===== src/inc/sac_pkg.sv =====
// Package: register map, field layout, encodings and timing for the sequencer
package sac_pkg;
  // ---------------------------------------------------------------
  // Register byte addresses
  // ---------------------------------------------------------------
  localparam logic [7:0] ADDR_CTRL0 = 8'h00;
  localparam logic [7:0] ADDR_CTRL1 = 8'h04;
  localparam logic [7:0] ADDR_CTRL2 = 8'h08;
  localparam logic [7:0] ADDR_RESH = 8'h0c;
  localparam logic [7:0] ADDR_RESL = 8'h10;
  localparam logic [7:0] ADDR_STAT = 8'h14;
  // ---------------------------------------------------------------
  // Field positions and reset values
  // ---------------------------------------------------------------
  localparam int ON_BIT = 0;
  localparam int GO_BIT = 1;
  localparam int CHS_LSB = 2;
  localparam int JUST_BIT = 7;
  localparam int CKS_LSB = 4;
  localparam int TRG_LSB = 4;
  localparam int DONE_BIT = 0;
  localparam int IEN_BIT = 1;
  localparam logic [7:0] CTRL_RST = 8'h00;
  localparam logic [7:0] CTRL0_MASK = 8'h7f;
  localparam logic [7:0] CTRL1_MASK = 8'hf3;
  localparam logic [7:0] CTRL2_MASK = 8'h70;
  // ---------------------------------------------------------------
  // Encodings
  // ---------------------------------------------------------------
  localparam logic [2:0] TRG_TIMER_ZERO = 3'h3;
  localparam logic [2:0] TRG_TIMER_ONE = 3'h4;
  localparam logic [2:0] TRG_TIMER_TWO = 3'h5;
  localparam logic [2:0] TRG_CMP1 = 3'h6;
  localparam logic [2:0] TRG_CMP2 = 3'h7;
  localparam logic [4:0] CH_EXT_LO = 5'h03;
  localparam logic [4:0] CH_EXT_HI = 5'h0b;
  localparam logic [4:0] CH_TEMP = 5'h1d;
  localparam logic [4:0] CH_DAC = 5'h1e;
  localparam logic [4:0] CH_FVR = 5'h1f;
  localparam logic [1:0] REF_VDD = 2'h0;
  localparam logic [1:0] REF_PIN = 2'h2;
  localparam logic [1:0] REF_FVR = 2'h3;
  // ---------------------------------------------------------------
  // Timing: 1 lead period, ending at the next conversion tick, plus 11 whole periods
  // ---------------------------------------------------------------
  localparam int RES_BITS = 10;
  localparam logic [3:0] CONV_PERIODS = 4'hb;
  localparam logic [3:0] RC_START_DELAY = 4'h1;
  typedef enum logic [3:0] {
    SAC_IDLE = 4'b0001,
    SAC_DELAY = 4'b0010,
    SAC_LEAD = 4'b0100,
    SAC_CONV = 4'b1000
  } sac_state_e;
  typedef struct packed {
    logic [7:0] high;
    logic [7:0] low;
  } sac_result_s;
  typedef struct packed {
    sac_state_e st;
    logic [7:0] ctrl0;
    logic [7:0] ctrl1;
    logic [7:0] ctrl2;
    sac_result_s res;
    logic done;
    logic ien;
    logic [9:0] sar;
    logic [3:0] bit_idx;
    logic [3:0] per_cnt;
    logic [6:0] div_cnt;
    logic [4:0] trg_prev;
    logic pd;
    logic [7:0] prdata;
  } sac_state_s;
endpackage


===== src/hdl/sac_sequencer.sv =====
// Sequencer for a 10-bit successive-approximation converter with APB access
// Function
// - Done flag sets at every conversion end, irrespective of irq enable
// - Hardware never clears done flag; software writes to clear it
// - With irq enabled and core asleep, completion raises a wake request
// - Justify 1: right, upper six high bits zero; 0: left, low six zero
// - Writing go bit 1 starts a conversion; converter on only at bit 0
// - Completion clears go, sets done flag and loads both result bytes
// - Go cleared mid-conversion stores partial result, unresolved bits copy
// - Reset returns registers to reset values and ends any conversion
// - RC clock selected: start delayed one extra instruction cycle
// - Sleep, RC clock, irq off: power down after completion, on reads 1
// - Sleep with system-derived clock aborts and powers down, on reads 1
// - Rising edge of selected trigger source sets go by hardware
// - Trigger select decode: none, reserved, timers, comparators
// - Channel decode: inputs 3 to 11, temperature, DAC, reference buffer
// - Clock decode: system divided by 2..64, or dedicated RC clock
// - Reference decode: supply, external pin, fixed reference; 01 reserved
// - Go reads 1 while converting, 0 otherwise
// - Converter off when converter_on is 0, drawing no current
// - Unimplemented control bits read zero
// - Left format: result bits 9..2 fill the high byte
// - Left: bits 1..0 at low 7..6; right: bits 9..8 at high 1..0
// - Full conversion takes one lead period plus eleven conversion clock periods
`timescale 1ns/1ps
module sac_sequencer (
  // Clock and reset
  input wire logic CLK,
  input wire logic NRST,
  // APB slave
  input wire logic PSEL,
  input wire logic PENABLE,
  input wire logic PWRITE,
  input wire logic [7:0] PADDR,
  input wire logic [31:0] PWDATA,
  output logic [31:0] PRDATA,
  output logic PREADY,
  output logic PSLVERR,
  // Core and system
  input wire logic SLEEP,
  input wire logic INSTR_TICK,
  input wire logic RC_TICK,
  // Trigger sources
  input wire logic TIMER_ZERO_OVF,
  input wire logic TIMER_ONE_OVF,
  input wire logic TIMER_TWO_MATCH,
  input wire logic CMP1_SYNC,
  input wire logic CMP2_SYNC,
  // Analog interface
  input wire logic CMP_OUT,
  output logic [9:0] DAC_CODE,
  output logic ANA_POWER,
  output logic SAMPLE_HOLD,
  output logic [11:0] CHANNEL_ONEHOT,
  output logic [2:0] REF_ONEHOT,
  // Events
  output logic DONE_FLAG,
  output logic WAKE_REQ
);
  // ---------------------------------------------------------------
  // Decode functions
  // ---------------------------------------------------------------
  // Divider exponent for the clock select, 0 means RC clock
  function automatic logic [2:0] div_exp(input logic [2:0] cks);
    unique case (cks)
      3'h0: div_exp = 3'h1;
      3'h4: div_exp = 3'h2;
      3'h1: div_exp = 3'h3;
      3'h5: div_exp = 3'h4;
      3'h2: div_exp = 3'h5;
      3'h6: div_exp = 3'h6;
      default: div_exp = 3'h0;
    endcase
  endfunction

  function automatic logic is_rc(input logic [7:0] c1);
    is_rc = c1[sac_pkg::CKS_LSB +: 2] == 2'h3;
  endfunction

  // Copy the last resolved bit into every unresolved position
  function automatic logic [9:0] fill_partial(input logic [9:0] s,
                                              input logic [3:0] idx);
    logic [9:0] r;
    r = s;
    for (int i = 0; i < sac_pkg::RES_BITS; i++) begin
      if (i <= 32'(idx)) begin
        r[i] = (idx == 4'h9) ? 1'b0 : s[idx + 4'h1];
      end
    end
    if (idx == 4'h9) begin
      r[9] = 1'b0;
    end
    fill_partial = r;
  endfunction

  function automatic sac_pkg::sac_result_s fmt(input logic [9:0] v,
                                               input logic rj);
    sac_pkg::sac_result_s o;
    if (rj) begin
      o.high = {6'h00, v[9:8]};
      o.low = v[7:0];
    end else begin
      o.high = v[9:2];
      o.low = {v[1:0], 6'h00};
    end
    fmt = o;
  endfunction

  // ---------------------------------------------------------------
  // State
  // ---------------------------------------------------------------
  sac_pkg::sac_state_s s, next_s;
  logic [4:0] trg_in;
  logic trg_edge, conv_tick, wr, rd, rc_sel, going, done_evt;
  logic [6:0] div_lim;

  assign trg_in = {CMP2_SYNC, CMP1_SYNC, TIMER_TWO_MATCH, TIMER_ONE_OVF, TIMER_ZERO_OVF};
  assign rc_sel = is_rc(s.ctrl1);
  assign div_lim = 7'((8'h01 << div_exp(s.ctrl1[sac_pkg::CKS_LSB +: 3])) - 8'h01);
  assign conv_tick = rc_sel ? RC_TICK : (s.div_cnt == div_lim);
  assign wr = PSEL && PENABLE && PWRITE;
  assign rd = PSEL && !PWRITE;
  assign going = s.st != sac_pkg::SAC_IDLE;

  always_comb begin
    trg_edge = 1'b0;
    unique case (s.ctrl2[sac_pkg::TRG_LSB +: 3])
      sac_pkg::TRG_TIMER_ZERO: trg_edge = trg_in[0] && !s.trg_prev[0];
      sac_pkg::TRG_TIMER_ONE: trg_edge = trg_in[1] && !s.trg_prev[1];
      sac_pkg::TRG_TIMER_TWO: trg_edge = trg_in[2] && !s.trg_prev[2];
      sac_pkg::TRG_CMP1: trg_edge = trg_in[3] && !s.trg_prev[3];
      sac_pkg::TRG_CMP2: trg_edge = trg_in[4] && !s.trg_prev[4];
      default: trg_edge = 1'b0;
    endcase
  end

  // ---------------------------------------------------------------
  // Next-state logic
  // ---------------------------------------------------------------
  always_comb begin
    logic [9:0] trial;
    trial = '0;
    next_s = s;
    done_evt = 1'b0;
    next_s.trg_prev = trg_in;
    next_s.div_cnt = (conv_tick || !going) ? 7'h00 : s.div_cnt + 7'h01;
    if (!SLEEP) begin
      next_s.pd = 1'b0;
    end
    // Register writes
    if (wr) begin
      unique case (PADDR)
        sac_pkg::ADDR_CTRL0: begin
          next_s.ctrl0 = PWDATA[7:0] & sac_pkg::CTRL0_MASK;
        end
        sac_pkg::ADDR_CTRL1: begin
          next_s.ctrl1 = PWDATA[7:0] & sac_pkg::CTRL1_MASK;
        end
        sac_pkg::ADDR_CTRL2: begin
          next_s.ctrl2 = PWDATA[7:0] & sac_pkg::CTRL2_MASK;
        end
        sac_pkg::ADDR_RESH: next_s.res.high = PWDATA[7:0];
        sac_pkg::ADDR_RESL: next_s.res.low = PWDATA[7:0];
        sac_pkg::ADDR_STAT: begin
          if (!PWDATA[sac_pkg::DONE_BIT]) begin
            next_s.done = 1'b0;
          end
          next_s.ien = PWDATA[sac_pkg::IEN_BIT];
        end
        default: ;
      endcase
    end
    if (trg_edge && s.ctrl0[sac_pkg::ON_BIT]) begin
      next_s.ctrl0[sac_pkg::GO_BIT] = 1'b1;
    end
    // Sequencer
    unique case (s.st)
      sac_pkg::SAC_IDLE: begin
        if (next_s.ctrl0[sac_pkg::GO_BIT] && s.ctrl0[sac_pkg::ON_BIT]) begin
          next_s.sar = 10'h200;
          next_s.bit_idx = 4'h9;
          next_s.per_cnt = 4'h0;
          next_s.st = rc_sel ? sac_pkg::SAC_DELAY : sac_pkg::SAC_LEAD;
        end else if (!s.ctrl0[sac_pkg::ON_BIT]) begin
          next_s.ctrl0[sac_pkg::GO_BIT] = 1'b0;
        end
      end
      sac_pkg::SAC_DELAY: begin
        if (INSTR_TICK) begin
          next_s.st = sac_pkg::SAC_LEAD;
        end
      end
      sac_pkg::SAC_LEAD: begin
        if (conv_tick) begin
          next_s.st = sac_pkg::SAC_CONV;
        end
      end
      sac_pkg::SAC_CONV: begin
        if (conv_tick) begin
          next_s.per_cnt = s.per_cnt + 4'h1;
          if (s.per_cnt < 4'(sac_pkg::RES_BITS)) begin
            trial = s.sar;
            trial[s.bit_idx] = CMP_OUT;
            if (s.bit_idx != 4'h0) begin
              trial[s.bit_idx - 4'h1] = 1'b1;
              next_s.bit_idx = s.bit_idx - 4'h1;
            end
            next_s.sar = trial;
          end
          if (s.per_cnt + 4'h1 == sac_pkg::CONV_PERIODS) begin
            next_s.st = sac_pkg::SAC_IDLE;
            next_s.res = fmt(s.sar, s.ctrl1[sac_pkg::JUST_BIT]);
            next_s.ctrl0[sac_pkg::GO_BIT] = 1'b0;
            done_evt = 1'b1;
            if (SLEEP && !s.ien) begin
              next_s.pd = 1'b1;
            end
          end
        end
      end
      default: next_s.st = sac_pkg::SAC_IDLE;
    endcase
    // Software abort keeps a partial result
    if (going && wr && PADDR == sac_pkg::ADDR_CTRL0
        && !PWDATA[sac_pkg::GO_BIT] && !done_evt) begin
      next_s.st = sac_pkg::SAC_IDLE;
      next_s.res = fmt(fill_partial(s.sar, s.bit_idx),
                       s.ctrl1[sac_pkg::JUST_BIT]);
    end
    // Sleep with system clock aborts without a result
    if (going && SLEEP && !rc_sel) begin
      next_s.st = sac_pkg::SAC_IDLE;
      next_s.ctrl0[sac_pkg::GO_BIT] = 1'b0;
      next_s.pd = 1'b1;
    end
    if (!next_s.ctrl0[sac_pkg::ON_BIT]) begin
      next_s.st = sac_pkg::SAC_IDLE;
    end
    if (done_evt) begin
      next_s.done = 1'b1;
    end
    // Read data latched in the setup cycle
    next_s.prdata = 8'h00;
    if (rd) begin
      unique case (PADDR)
        sac_pkg::ADDR_CTRL0: next_s.prdata = s.ctrl0;
        sac_pkg::ADDR_CTRL1: next_s.prdata = s.ctrl1;
        sac_pkg::ADDR_CTRL2: next_s.prdata = s.ctrl2;
        sac_pkg::ADDR_RESH: next_s.prdata = s.res.high;
        sac_pkg::ADDR_RESL: next_s.prdata = s.res.low;
        sac_pkg::ADDR_STAT: next_s.prdata = {6'h00, s.ien, s.done};
        default: next_s.prdata = 8'h00;
      endcase
    end
  end

  always_ff @(posedge CLK) begin
    if (!NRST) begin
      s <= '{st: sac_pkg::SAC_IDLE, ctrl0: sac_pkg::CTRL_RST,
             ctrl1: sac_pkg::CTRL_RST, ctrl2: sac_pkg::CTRL_RST,
             default: '0};
    end else begin
      s <= next_s;
    end
  end

  // ---------------------------------------------------------------
  // Outputs
  // ---------------------------------------------------------------
  logic legal;
  always_comb begin
    legal = 1'b1;
    unique case (PADDR)
      sac_pkg::ADDR_CTRL0, sac_pkg::ADDR_CTRL1, sac_pkg::ADDR_CTRL2,
      sac_pkg::ADDR_RESH, sac_pkg::ADDR_RESL, sac_pkg::ADDR_STAT: legal = 1'b1;
      default: legal = 1'b0;
    endcase
  end

  assign PREADY = 1'b1;
  assign PSLVERR = PSEL && PENABLE && !legal;
  assign PRDATA = {24'h000000, s.prdata};
  assign DAC_CODE = s.sar;
  assign ANA_POWER = s.ctrl0[sac_pkg::ON_BIT] && !s.pd;
  assign SAMPLE_HOLD = s.st == sac_pkg::SAC_LEAD || s.st == sac_pkg::SAC_CONV;
  assign DONE_FLAG = s.done;
  assign WAKE_REQ = s.done && s.ien && SLEEP;

  always_comb begin
    logic [4:0] ch;
    ch = s.ctrl0[sac_pkg::CHS_LSB +: 5];
    CHANNEL_ONEHOT = 12'h000;
    if (ch >= sac_pkg::CH_EXT_LO && ch <= sac_pkg::CH_EXT_HI) begin
      CHANNEL_ONEHOT = 12'(12'h001 << (ch - sac_pkg::CH_EXT_LO));
    end else if (ch == sac_pkg::CH_TEMP) begin
      CHANNEL_ONEHOT = 12'h200;
    end else if (ch == sac_pkg::CH_DAC) begin
      CHANNEL_ONEHOT = 12'h400;
    end else if (ch == sac_pkg::CH_FVR) begin
      CHANNEL_ONEHOT = 12'h800;
    end
  end

  always_comb begin
    unique case (s.ctrl1[1:0])
      sac_pkg::REF_VDD: REF_ONEHOT = 3'h1;
      sac_pkg::REF_PIN: REF_ONEHOT = 3'h2;
      sac_pkg::REF_FVR: REF_ONEHOT = 3'h4;
      default: REF_ONEHOT = 3'h0;
    endcase
  end
endmodule // sac_sequencer


===== config.mk =====
export PLATFORM = sky130hd
export DESIGN_NAME = sac_sequencer
export DESIGN_NICKNAME = d
export VERILOG_FILES = /design/src/inc/sac_pkg.sv /design/src/hdl/sac_sequencer.sv
export SDC_FILE = /design/constraint.sdc
export NUM_CORES = 1
export LEC_CHECK = 0
export ABC_CLOCK_PERIOD_IN_PS = 4800
export BUFFER_PORTS_ARGS = -buffer_cell sky130_fd_sc_hd__buf_2
export CORE_ASPECT_RATIO = 0.9
export CORE_UTILIZATION = 46
export DETAILED_ROUTE_END_ITERATION = 7
export PLACE_DENSITY = 0.69
export SETUP_SLACK_MARGIN = 0.1
export SYNTH_ARGS = -nofsm -noshare
export SYNTH_HDL_FRONTEND = slang
export SYNTH_SLANG_ARGS = --single-unit
export TNS_END_PERCENT = 50

===== constraint.sdc =====
create_clock -name CLK -period 4.8 [get_ports CLK]
set_input_delay 1.44 -clock CLK [delete_from_list [all_inputs] [get_ports CLK]]
set_output_delay 1.44 -clock CLK [all_outputs]
set_load 0.1 [all_outputs]

Word level (Yosys, flattened, before mapping)
Cells that the tools add are included.

Add/sub/neg operators: 6. $lt $le $gt $ge: 17. Bitwise gates (word level): 3. Divide/modulo/power cells: 0. Shift-type cells: 2. Multipliers: 0. Multiplexer cells: 71. Reduce and logical (&&, ||, !) cells: 60. Equal/unequal tests: 37.

Operators by type and width (count): $mux 16 (6); $mux 12 (4); $pmux 8 s6 (1); $mux 18 (2); $mux 36 (1); $pmux 18 s2 (1); $mux 1 (32); $logic_and 1x1->1 (24); $mux 4 (6); $mux 8 (3); $eq 3x3->1 const B (7); $pmux 3 s6 (1); $eq 8x4->1 const B (2); $eq 8x5->1 const B (2); $le 3x4->1 const A (4); $pmux 4 s4 (1); $eq 5x5->1 const B (3); $lt 4x5->1 const B (3); $mux 14 (1); $ne 2x2->1 const B (7); $logic_not 1->1 (13); $eq 4x4->1 const B (3); $shl 1x5->12 const A (1); $bwmux 10 (1); other kinds (47) (67).

Bits in read-only memories: 0. Memories: 0. Latch bits: 0. Output and inout bits: 63. Logic and storage cells: 213. RAM bits: 0. Input port bits: 54. Register bits: 77.

Longest topological paths before layout
Gate-level depths: netlist of run 1.

Word-level depth: 11. Depth in mapped cells: 15. Mapped depth without buffers: 12.

Least setup slack after synthesis of run 1
OpenSTA, ideal clock, no wires.

Kind: reg2out. Start: reg s[75] (netlist name). End: out CHANNEL_ONEHOT[1]. Cell stages (with the launch flop): 3. Path buffers: 1. Data required time: 3.360 ns. Arrival time: 3.379 ns. Path slack: -0.019 ns. Path through: dfxtp_1 -> clkbuf_1 -> nor4_1.

Longest elaborated chain between the ends: 4. Elaborated cells between the ends (all ways): 10. Those cells by class: add/sub (1); order compare (2); eq/ne (2); shift (1); mux (3); reduce/logical (1).

RTL lines: start, declared (line sac_sequencer.sv:112) `sac_pkg::sac_state_s s, next_s;`; start signal, assigned (line sac_sequencer.sv:259) `s <= '{st: sac_pkg::SAC_IDLE, ctrl0: sac_pkg::CTRL_RST,`; start signal, assigned (line sac_sequencer.sv:263) `s <= next_s;`; branches (longest 3 deep; another with $sub 5x2->5); $mux 12 (*) (line sac_sequencer.sv:293) `if (ch >= sac_pkg::CH_EXT_LO && ch <= sac_pkg::CH_EXT_HI) begin`; end, declared (line sac_sequencer.sv:54) `output logic [11:0] CHANNEL_ONEHOT,`.

Mark *: on every way between the ends.

Worst setup path in the final report of run 1
Start: in PADDR[1]. End: out PSLVERR.

Longest elaborated chain between the ends: 5. Elaborated cells between the ends (all ways): 10. Those cells by class: eq/ne (5); mux (1); reduce/logical (4).

RTL lines: start, declared (line sac_sequencer.sv:34) `input wire logic [7:0] PADDR,`; $eq 8x3->1 (tied with other cells) (line sac_sequencer.sv:273) `unique case (PADDR)`; $reduce_or 6->1 (*) (line sac_sequencer.sv:273); $mux 1 (*) (line sac_sequencer.sv:273); $logic_not 1->1 (*) (line sac_sequencer.sv:281) `assign PSLVERR = PSEL && PENABLE && !legal;`; $logic_and 1x1->1 (*) (line sac_sequencer.sv:281); end, declared (line sac_sequencer.sv:38) `output logic PSLVERR,`.

Mark *: on every way between the ends. The rest lies on a longest branch, timed or not.

==> results.sh, run 1 <==
export IMPL_run_status="completed"
export IMPL_netSwitchingPower_mw=0.397
export IMPL_ys_ff_latch=77
export IMPL_slew_viol_final=0
export IMPL_leakage_power_total_nw=2.38
export IMPL_width_of_the_die_um=117
export IMPL_finish_instance_area_um2=5950
export IMPL_route_top_layer_used="met4"
export IMPL_worst_r2r_cell_count=12
export IMPL_areaGrowthSynthToFinish_pct=8.78
export IMPL_hold_start="s[14]$_SDFF_PP0_"
export IMPL_cts_repair_timing_setup_buffer_count=0
export IMPL_finalSetupViolCount=0
export IMPL_instances_no_fill=874
export IMPL_r2r_slack_ps=910
export IMPL_highest_clock_rate_mhz=236
export IMPL_power_internal_mw=1.17
export IMPL_worstMarginPinSlew_ps=1050
export IMPL_post_route_cells_drive_above_1_share=0.169
export IMPL_n_antenna_cell=0
export IMPL_hold_class="reg2reg"
export IMPL_worstHoldPathCells=1
export IMPL_first_pass_grt_wire_length_um=23700
export IMPL_grt_pass1_vias=4774
export IMPL_ys_types=72
export IMPL_crit_path_category="in2out"
export IMPL_finalCritPeriodShare=0.884
export IMPL_overall_die_area_um2=12300
export IMPL_initial_utilization=0.475
export IMPL_netSwitchingFraction=0.254
export IMPL_share_of_total_power_in_the_clock_network=0.501
export IMPL_worst_endpoint_arrival_ps=2800
export IMPL_final_antenna_net_count=0
export IMPL_routed_via_density=5.93
export IMPL_groute_usage_overall=0.243
export IMPL_final_period_minus_worst_setup_slack_ps=4240
export IMPL_r2r_end="s[81]$_SDFFE_PP1P_"
export IMPL_timing_rr_start="s[69]$_SDFFE_PN0P_"
export IMPL_hold_worst_slack_ps=461
export IMPL_cts_sinks=77
export IMPL_clock_tree_from_tritoncts="built"
export IMPL_cts_hold_buffers=0
export IMPL_max_slew_margin=0.293
export IMPL_post_place_instance_area_um2=5610
export IMPL_drv_max_cap_violation_count=0
export IMPL_synth_seq_area_share=0.282
export IMPL_cts_repair_resize_count=0
export IMPL_postSynthCellCount=695
export IMPL_detailedRoute_firstIterationViolations=523
export IMPL_core_rows=37
export IMPL_final_core_util=0.517
export IMPL_ioPinCount=117
export IMPL_worstSetupStartpointType="input pin"
export IMPL_critPathCaptureType="output port"
export IMPL_drt_total_wl_um=14600
export IMPL_peakVddDrop_v=0.000149
export IMPL_gpl_final_weighted_congestion=0.918
export IMPL_synth_cell_area_um2=5470
export IMPL_drc_violation_count_after_routing=0
export IMPL_power_density_nw_per_um2=263
export IMPL_timing_critical_path_fanout_max=3
export IMPL_antenna_violations_before_repair=0
export IMPL_combinationalPowerShare=0.088
export IMPL_hold_viol=0
export IMPL_power_mw=1.56
export IMPL_cts_clk_slew_worst_paths_ps=60
export IMPL_place_hpwl_um=10500
export IMPL_drt_pass1_iter_count=5
export IMPL_wl_met1_um=6720
export IMPL_count_of_flip_flops_with_a_built_in_enable_after_synthesis=0
export IMPL_core_area_um2=11500
export IMPL_most_used_flip_flop_cell_after_synthesis="dfxtp_1"
export IMPL_cts_made_buffers=9
export IMPL_synth_area_per_cell_um2=7.88
export IMPL_globalRoute_totalOverflow=0
export IMPL_port_buffer_count=67
export IMPL_synth_yosys_warnings=0
export IMPL_asyncSetResetFlopFracSynth=0
export IMPL_clk_insertion_delay_late_ps=340
export IMPL_seqPwrFrac=0.411
export IMPL_grt_setup_unrepaired="false"
export IMPL_clock_tree_htree_level_count=3
export IMPL_ctsRootBufferMaster="clkbuf_16"
export IMPL_met3RoutedLength_um=793
export IMPL_fin_worst_skew_ps=11.2
export IMPL_via_count=5182
export IMPL_hold_path_end="s[14]$_SDFF_PP0_"
export IMPL_maximum_number_of_pins_on_one_net_before_global_route_repair=44
export IMPL_post_place_cells=858
export IMPL_route_met2_wl_um=6800
export IMPL_wl_per_cell_um=16.7
export IMPL_required_worst_endpoint_ps=3360
export IMPL_finalNetCount=784
export IMPL_clock_tree_buffer_depth=2
export IMPL_die_height_um=105
## stage by stage
step	setup slack [ps]	setup TNS [ps]
floorplan	-19.4	-38.9
global placement	589	0
detailed placement	578	0
CTS	564	0
global route	478	0
finish	556	0
## power by group through the flow
stage	Sequential (mW)	Clock [mW]	Combinational [mW]
floorplan	0.656	0	0.128
global placement	0.656	0	0.136
detailed placement	0.656	0	0.137
CTS	0.642	0.787	0.137
global route	0.642	0.815	0.143
finish	0.642	0.783	0.138
## Yosys cell counts (10+ instances only)
master | instances | share of area
or3_1 | 11 | 0.013
mux2i_1 | 28 | 0.051
a22oi_1 | 10 | 0.014
nor2_1 | 59 | 0.040
nand3_1 | 45 | 0.041
dfxtp_1 | 77 | 0.28
mux2_2 | 17 | 0.035
inv_1 | 22 | 0.015
nor4_1 | 10 | 0.011
and2_1 | 10 | 0.011
ha_1 | 17 | 0.039
and3_1 | 11 | 0.013
clkbuf_1 | 31 | 0.021
nor3_1 | 20 | 0.018
a21oi_1 | 36 | 0.033
buf_2 | 11 | 0.010
buf_4 | 46 | 0.063
o211ai_1 | 13 | 0.018
a31oi_1 | 11 | 0.013
nand2_1 | 62 | 0.043
o21ai_0 | 17 | 0.016
## routing by layer
layer / vias up / track usage
li1: 2481 / -
met5: - / 0
met1: 2476 / 0.336
met3: 28 / 0.0316
met2: 197 / 0.386
met4: 0 / 0.0814
## flip-flops by register name (all words and copies together) (netlist names)
signal,count
DAC_CODE,10
DONE_FLAG,1
PRDATA,8
s,58
## worst max-delay path by stage
stage | from | endpoint | depth (start not counted)
2_1_floorplan | s[75]$_SDFFE_PN0P_ | CHANNEL_ONEHOT[1] | 2
3_3_place_gp | PADDR[1] | PSLVERR | 6
3_5_place_dp | PADDR[1] | PSLVERR | 6
4_1_cts | PADDR[1] | PSLVERR | 6
5_1_grt | PADDR[1] | PSLVERR | 6
6_report | PADDR[1] | PSLVERR | 6
## critical path: stages
cell	delay (ps)
buf_2	110
or3_1	430
nor2_1	180
o21ai_0	150
and3_1	210
buf_2	290
## cell type report
cell class / count / area (µm²)
sequential: 77 / 1540
clock buffer: 10 / 229
tap: 156 / 195
fill: 1050 / 5570
multi-input combinational: 528 / 3400
inverter: 23 / 86.3
timing repair buffer: 74 / 388
clock inverter: 6 / 111
## cell families (layout without fill, tap and decap cells)
| kind of cell | count (synthesis) | in the layout | share of synthesized area |
|---|---|---|---|
| flip-flops | 77 | 77 | 0.282 |
| other | 2 | 25 | 0.00137 |
| AND/OR/NAND/NOR | 282 | 282 | 0.268 |
| multiplexers | 47 | 47 | 0.0944 |
| buffers and inverters | 113 | 113 | 0.113 |
| XOR/XNOR | 13 | 13 | 0.0208 |
| adder cells (fa/ha/maj) | 17 | 17 | 0.0389 |
| AO/OA/AOI/OAI | 144 | 144 | 0.182 |
## cell usage in the layout, fill, tap and decap left out, types with 17 or more instances in the layout
cell type	Yosys	routed
a21oi_1	36	35
buf_2	11	67
conb_1	2	25
dfxtp_1	77	77
ha_1	17	17
inv_1	22	22
mux2_2	17	17
mux2i_1	28	28
nand2_1	62	62
nand3_1	45	45
nor2_1	59	59
nor3_1	20	20
o21ai_0	17	17
(Power assumes the default switching activity.)
==> run 2, diff against run 1 <==
ABC_AREA = 1   (was unset)
==> run 2 against run 1 <==
Compared with the run above:
- routed wire length is 4.8% lower
- hold slack improved by 11 ps
- via count up 3.3%
- first-iteration DRC count is 9.8% lower
- synthesized cell count rose by 26%
==> results.sh, run 2 <==
export IMPL_worstPathCellList="buf_2 > nor2_1 > inv_1 > a211oi_1 > nor2_1 > buf_2"
export IMPL_worst_r2r_cell_count=19
export IMPL_top_register="s"
export IMPL_netlist_top_cells_count="nand2_1, inv_1, nor2_1"
export IMPL_finalCritPeriodShare=0.812
export IMPL_routed_via_density=4.96
export IMPL_synth_seq_area_share=0.285
export IMPL_worst_endpoint_arrival_ps=2460
export IMPL_ioPinCount=117
export IMPL_via_count=5353
export IMPL_required_worst_endpoint_ps=3360
export IMPL_post_place_cells=1063
export IMPL_finalNetCount=989
export IMPL_count_of_flip_flops_with_a_built_in_enable_after_synthesis=0
export IMPL_cts_clk_slew_worst_paths_ps=60
export IMPL_post_synth_main_area_contributors="dfxtp_1, nand2_1, inv_1"
export IMPL_grt_pass1_vias=4921
export IMPL_highest_clock_rate_mhz=257
export IMPL_largest_register_ffs=58
export IMPL_antenna_violations_before_repair=0
export IMPL_place_hpwl_um=10500
export IMPL_ys_ff_latch=77
export IMPL_crit_path_max_incr_delay_ps=290
export IMPL_fin_worst_skew_ps=8.32
export IMPL_instances_no_fill=1079
export IMPL_r2r_slack_ps=1620
export IMPL_ys_types=41
export IMPL_power_internal_mw=1.09
export IMPL_hold_viol=0
export IMPL_worstMarginPinSlew_ps=1120
export IMPL_drc_violation_count_after_routing=0
export IMPL_final_period_minus_worst_setup_slack_ps=3900
export IMPL_cts_sinks=77
export IMPL_cts_hold_buffers=0
export IMPL_synth_yosys_warnings=0
export IMPL_grt_setup_unrepaired="false"
export IMPL_drv_max_cap_violation_count=0
export IMPL_seqPwrFrac=0.435
export IMPL_gpl_final_weighted_congestion=0.918
export IMPL_combinationalPowerShare=0.090
export IMPL_share_of_total_power_in_the_clock_network=0.475
export IMPL_worstHoldPathCells=1
export IMPL_drt_pass1_iter_count=6
export IMPL_final_core_util=0.519
export IMPL_run_status="completed"
export IMPL_crit_path_top_delay_cell="a211oi_1"
export IMPL_hold_class="reg2reg"
export IMPL_initial_utilization=0.473
export IMPL_ctsRootBufferMaster="clkbuf_16"
export IMPL_most_common_library_cell_in_the_layout_ignoring_fill_and_taps="nand2_1"
export IMPL_synth_top_cell_by_area="dfxtp_1"
export IMPL_peakVddDrop_v=0.000263
export IMPL_crit_path_category="in2out"
export IMPL_areaGrowthSynthToFinish_pct=9.86
export IMPL_cts_repair_resize_count=0
export IMPL_most_used_flip_flop_cell_after_synthesis="dfxtp_1"
export IMPL_maximum_number_of_pins_on_one_net_before_global_route_repair=33
export IMPL_detailedRoute_firstIterationViolations=472
export IMPL_power_density_nw_per_um2=248
export IMPL_yosys_area_top_type_share=0.285
export IMPL_post_route_cells_drive_above_1_share=0.116
export IMPL_postSynthCellCount=877
export IMPL_synth_area_per_cell_um2=6.16
export IMPL_width_of_the_die_um=116
export IMPL_groute_usage_overall=0.247
export IMPL_timing_critical_path_fanout_max=3
export IMPL_cts_made_buffers=9
export IMPL_core_area_um2=11400
export IMPL_wl_per_cell_um=12.9
export IMPL_n_antenna_cell=0
export IMPL_die_height_um=105
export IMPL_finalSetupViolCount=0
export IMPL_power_mw=1.47
export IMPL_overall_die_area_um2=12200
export IMPL_netSwitchingFraction=0.263
export IMPL_netSwitchingPower_mw=0.388
export IMPL_cts_repair_timing_setup_buffer_count=0
export IMPL_core_rows=37
export IMPL_critPathCaptureType="output port"
export IMPL_synth_cell_area_um2=5400
export IMPL_max_slew_margin=0.245
export IMPL_first_pass_grt_wire_length_um=23800
export IMPL_synth_most_common_cell="nand2_1"
export IMPL_worstSetupStartpointType="input pin"
export IMPL_clock_tree_buffer_depth=2
export IMPL_clock_tree_htree_level_count=3
export IMPL_leakage_power_total_nw=2.80
export IMPL_final_setup_tns_ps=0
export IMPL_hold_worst_slack_ps=472
export IMPL_clk_insertion_delay_late_ps=340
export IMPL_layout_common_cells="nand2_1, inv_1, nor2_1, dfxtp_1, o21ai_0"
export IMPL_clock_tree_from_tritoncts="built"
export IMPL_slew_viol_final=0
export IMPL_drt_total_wl_um=13900
export IMPL_globalRoute_totalOverflow=0
export IMPL_final_antenna_net_count=0
export IMPL_port_buffer_count=67
export IMPL_asyncSetResetFlopFracSynth=0
## run 2: changes by cell type after synthesis, sizes merged, moves of 28 or more
| cell | change |
|---|---|
| mux2i | -28 |
| a21oi | +29 |
| nor2 | +45 |
| inv | +109 |
| o21ai | +65 |
| nand2 | +167 |
## run 2: worst paths after layout
| kind | startpoint | end |
|---|---|---|
| worst max-delay path | PADDR[1] | PSLVERR |
| worst min-delay path | s[14]$_SDFF_PP0_ | s[14]$_SDFF_PP0_ |
| worst max register to register | s[69]$_SDFFE_PN0P_ | s[81]$_SDFFE_PP1P_ |
| worst min register to register | s[14]$_SDFF_PP0_ | s[14]$_SDFF_PP0_ |
## run 2: metrics by stage
| stage | setup WS (ps) | cell area, µm² |
|---|---|---|
| floorplan | 440 | 5500 |
| global placement | 906 | 5630 |
| detailed placement | 891 | 5630 |
| CTS | 893 | 5940 |
| global route | 724 | 5940 |
| finish | 902 | 5940 |
## run 2: critical path, delay by kind of cell
kind	cells	cell delay [ps]
buffers and inverters	3	500
and+or+nand+nor	2	220
AOI/OAI and AO/OA	1	290
## run 2: area by class of cell
cell class / instances / area, µm²
repair buffers: 71 / 365
clock buffers: 11 / 253
clock inverters: 5 / 58.8
multi-input cells: 628 / 3030
fillers: 1214 / 5500
inverters: 131 / 492
flip-flops and latches: 77 / 1540
well taps: 156 / 195
## run 2: power by group through the flow
stage / clock network (mW) / registers (mW) / logic, mW
floorplan: 0 / 0.656 / 0.125
global placement: 0 / 0.656 / 0.132
detailed placement: 0 / 0.656 / 0.132
CTS: 0.717 / 0.642 / 0.132
global route: 0.745 / 0.642 / 0.140
finish: 0.700 / 0.642 / 0.133
## run 2: logic make-up (layout without fill, tap and decap cells)
group,count (synthesis),after routing,synth area share
and+or+nand+nor,406,406,0.317
buffers and inverters,195,218,0.171
AOI/OAI and AO/OA,174,174,0.177
DFF,77,77,0.285
adders and majority gates,17,17,0.0394
xor gates and xnor gates,6,6,0.00972
other,2,25,0.00139
## run 2: routing by layer
layer | share of wire | vias up | wire length, µm | GRT usage
li1 | - | 2811 | - | -
met1 | 0.49 | 2353 | 6860 | 0.340
met2 | 0.43 | 171 | 5970 | 0.380
met3 | 0.063 | 18 | 882 | 0.0574
met4 | 0.013 | 0 | 174 | 0.0723
met5 | 0 | - | 0 | 0
==> run 3, diff against run 2 <==
ABC_CLOCK_PERIOD_IN_PS = 3620   (was 4800)
clock period = 3.62 ns   (was 4.8 ns; I/O delays follow)
==> run 3 against run 2 <==
Compared with the run above:
- clock skew fell by 1.8 ps
- combinational power rose by 32%
- core utilization rose by 0.16 points
- clock power rose by 24%
- total power rose by 29%
- global-route usage fell by 0.35 points
- hold slack improved by 0.74 ps
- routed wire length fell by 0.71%
- worst setup slack got worse by 450 ps
- register-to-register slack got worse by 1100 ps
- critical endpoint unchanged
- highest routed layer unchanged
==> results.sh, run 3 (same netlist as run 2, synthesis figures left out) <==
export IMPL_run_status="completed"
export IMPL_groute_usage_overall=0.244
export IMPL_wl_per_cell_um=12.7
export IMPL_required_worst_endpoint_ps=2530
export IMPL_final_antenna_net_count=0
export IMPL_worstSetupStartpointType="input pin"
export IMPL_overall_die_area_um2=12200
export IMPL_ioPinCount=117
export IMPL_fin_worst_skew_ps=6.55
export IMPL_netSwitchingFraction=0.268
export IMPL_grt_pass1_vias=4749
export IMPL_finish_instance_area_um2=5960
export IMPL_critical_path_n_buffers_inverters=3
export IMPL_cts_repair_timing_setup_buffer_count=0
export IMPL_netSwitchingPower_mw=0.508
export IMPL_hold_viol=0
export IMPL_power_density_nw_per_um2=318
export IMPL_drt_total_wl_um=13800
export IMPL_timing_rr_start="s[69]$_SDFFE_PN0P_"
export IMPL_worstPathCellList="buf_2 > nor2_1 > inv_1 > a211oi_1 > nor2_1 > buf_2"
export IMPL_cts_repair_resize_count=0
export IMPL_timing_critical_path_fanout_max=3
export IMPL_grt_setup_unrepaired="false"
export IMPL_final_period_minus_worst_setup_slack_ps=3170
export IMPL_ctsRootBufferMaster="clkbuf_16"
export IMPL_n_antenna_cell=0
export IMPL_max_slew_margin=0.522
export IMPL_fillCellCount=1208
export IMPL_r2r_end="s[55]$_SDFF_PN0_"
export IMPL_areaGrowthSynthToFinish_pct=10.2
export IMPL_first_pass_grt_wire_length_um=23300
export IMPL_combinationalPowerShare=0.093
export IMPL_via_count=5376
export IMPL_crit_path_category="in2out"
export IMPL_globalRoute_totalOverflow=0
export IMPL_endpoint="PSLVERR"
export IMPL_crit_family="buffers and inverters"
export IMPL_leakage_power_total_nw=2.83
export IMPL_final_seq_area_um2=1540
export IMPL_power_internal_mw=1.39
export IMPL_most_common_library_cell_in_the_layout_ignoring_fill_and_taps="nand2_1"
export IMPL_share_of_total_power_in_the_clock_network=0.458
export IMPL_drc_violation_count_after_routing=0
export IMPL_clock_tree_buffer_depth=2
export IMPL_largest_register_ffs=58
export IMPL_routed_via_density=4.96
export IMPL_multi_input_area_um2=3030
export IMPL_critPathCaptureType="output port"
export IMPL_cts_hold_buffers=0
export IMPL_port_buffer_count=67
export IMPL_width_of_the_die_um=116
export IMPL_die_height_um=105
export IMPL_gpl_final_weighted_congestion=0.925
export IMPL_hold_worst_slack_ps=473
export IMPL_post_route_cells_drive_above_1_share=0.121
export IMPL_top_register="s"
export IMPL_initial_utilization=0.473
export IMPL_peakVddDrop_v=0.000221
export IMPL_maximum_number_of_pins_on_one_net_before_global_route_repair=33
export IMPL_layout_common_cells="nand2_1, inv_1, nor2_1, dfxtp_1, o21ai_0"
export IMPL_cts_made_buffers=9
export IMPL_power_mw=1.90
export IMPL_antenna_violations_before_repair=0
export IMPL_clk_insertion_delay_late_ps=330
export IMPL_finalSetupViolCount=0
export IMPL_clock_tree_htree_level_count=3
export IMPL_critical_path_depth=6
export IMPL_final_core_util=0.521
export IMPL_worstMarginPinSlew_ps=714
export IMPL_worst_r2r_cell_count=19
export IMPL_crit_path_max_incr_delay_ps=290
export IMPL_post_place_instance_area_um2=5670
export IMPL_slew_viol_final=0
export IMPL_drt_pass1_iter_count=7
export IMPL_drv_max_cap_violation_count=0
export IMPL_worst_endpoint_arrival_ps=2080
export IMPL_finalCritPeriodShare=0.876
export IMPL_crit_path_start="PADDR[1]"
export IMPL_highest_clock_rate_mhz=315
export IMPL_seqPwrFrac=0.449
export IMPL_r2r_slack_ps=530
export IMPL_cts_clk_slew_worst_paths_ps=60
export IMPL_core_area_um2=11400
export IMPL_detailedRoute_firstIterationViolations=484
export IMPL_final_setup_tns_ps=0
export IMPL_clock_tree_from_tritoncts="built"
export IMPL_hold_class="reg2reg"
export IMPL_core_rows=37
export IMPL_cts_sinks=77
export IMPL_finalNetCount=995
export IMPL_crit_path_top_delay_cell="buf_2"
export IMPL_place_hpwl_um=10600
[run 3: cell count changes in the layout (fill, tap and decap cells not counted)]
cell,delta
buf_4,+6
clkinvlp_4,-2
bufinv_16,-1
clkbuf_8,+1
clkinv_2,+1
clkinv_4,-1
inv_6,+1
[run 3: stage by stage]
step	worst slack [ps]	instances
final	450	1084
after global routing	185	1084
after CTS	450	1084
after detailed placement	359	1069
after global placement	399	1069
after floorplan	-173	900
[run 3: final cells by class]
cell class	count	share of cell area
clock buffer	12	0.0447
clock inverter	3	0.00315
inverter	131	0.0826
multi-input combinational	628	0.509
sequential	77	0.259
tap	156	0.0328
timing repair buffer	77	0.0689
[run 3: metal layers]
layer  track usage  wire, µm  up-vias
li1              -         -     2815
met1         0.354      6840     2342
met2         0.369      5920      208
met3        0.0423       936       11
met4        0.0577       105        0
met5             0         0        -
[run 3: power by group through the flow]
stage,Combinational (mW),Clock [mW],Sequential [mW]
after detailed placement,0.175,0,0.870
after global placement,0.175,0,0.870
final,0.176,0.868,0.851
after floorplan,0.165,0,0.870
after global routing,0.186,0.918,0.851
after CTS,0.176,0.885,0.851
[run 3: worst min-delay path by stage]
stage,endpoint,slack (ps),startpoint,depth (start not counted)
after CTS,s[14]$_SDFF_PP0_,470,s[14]$_SDFF_PP0_,1
final,s[14]$_SDFF_PP0_,470,s[14]$_SDFF_PP0_,1
after floorplan,s[14]$_SDFF_PP0_,430,s[14]$_SDFF_PP0_,1
after detailed placement,s[14]$_SDFF_PP0_,460,s[14]$_SDFF_PP0_,1
after global placement,s[14]$_SDFF_PP0_,450,s[14]$_SDFF_PP0_,1
after global routing,DAC_CODE[7]$_SDFFE_PN0P_,520,DAC_CODE[7]$_SDFFE_PN0P_,2
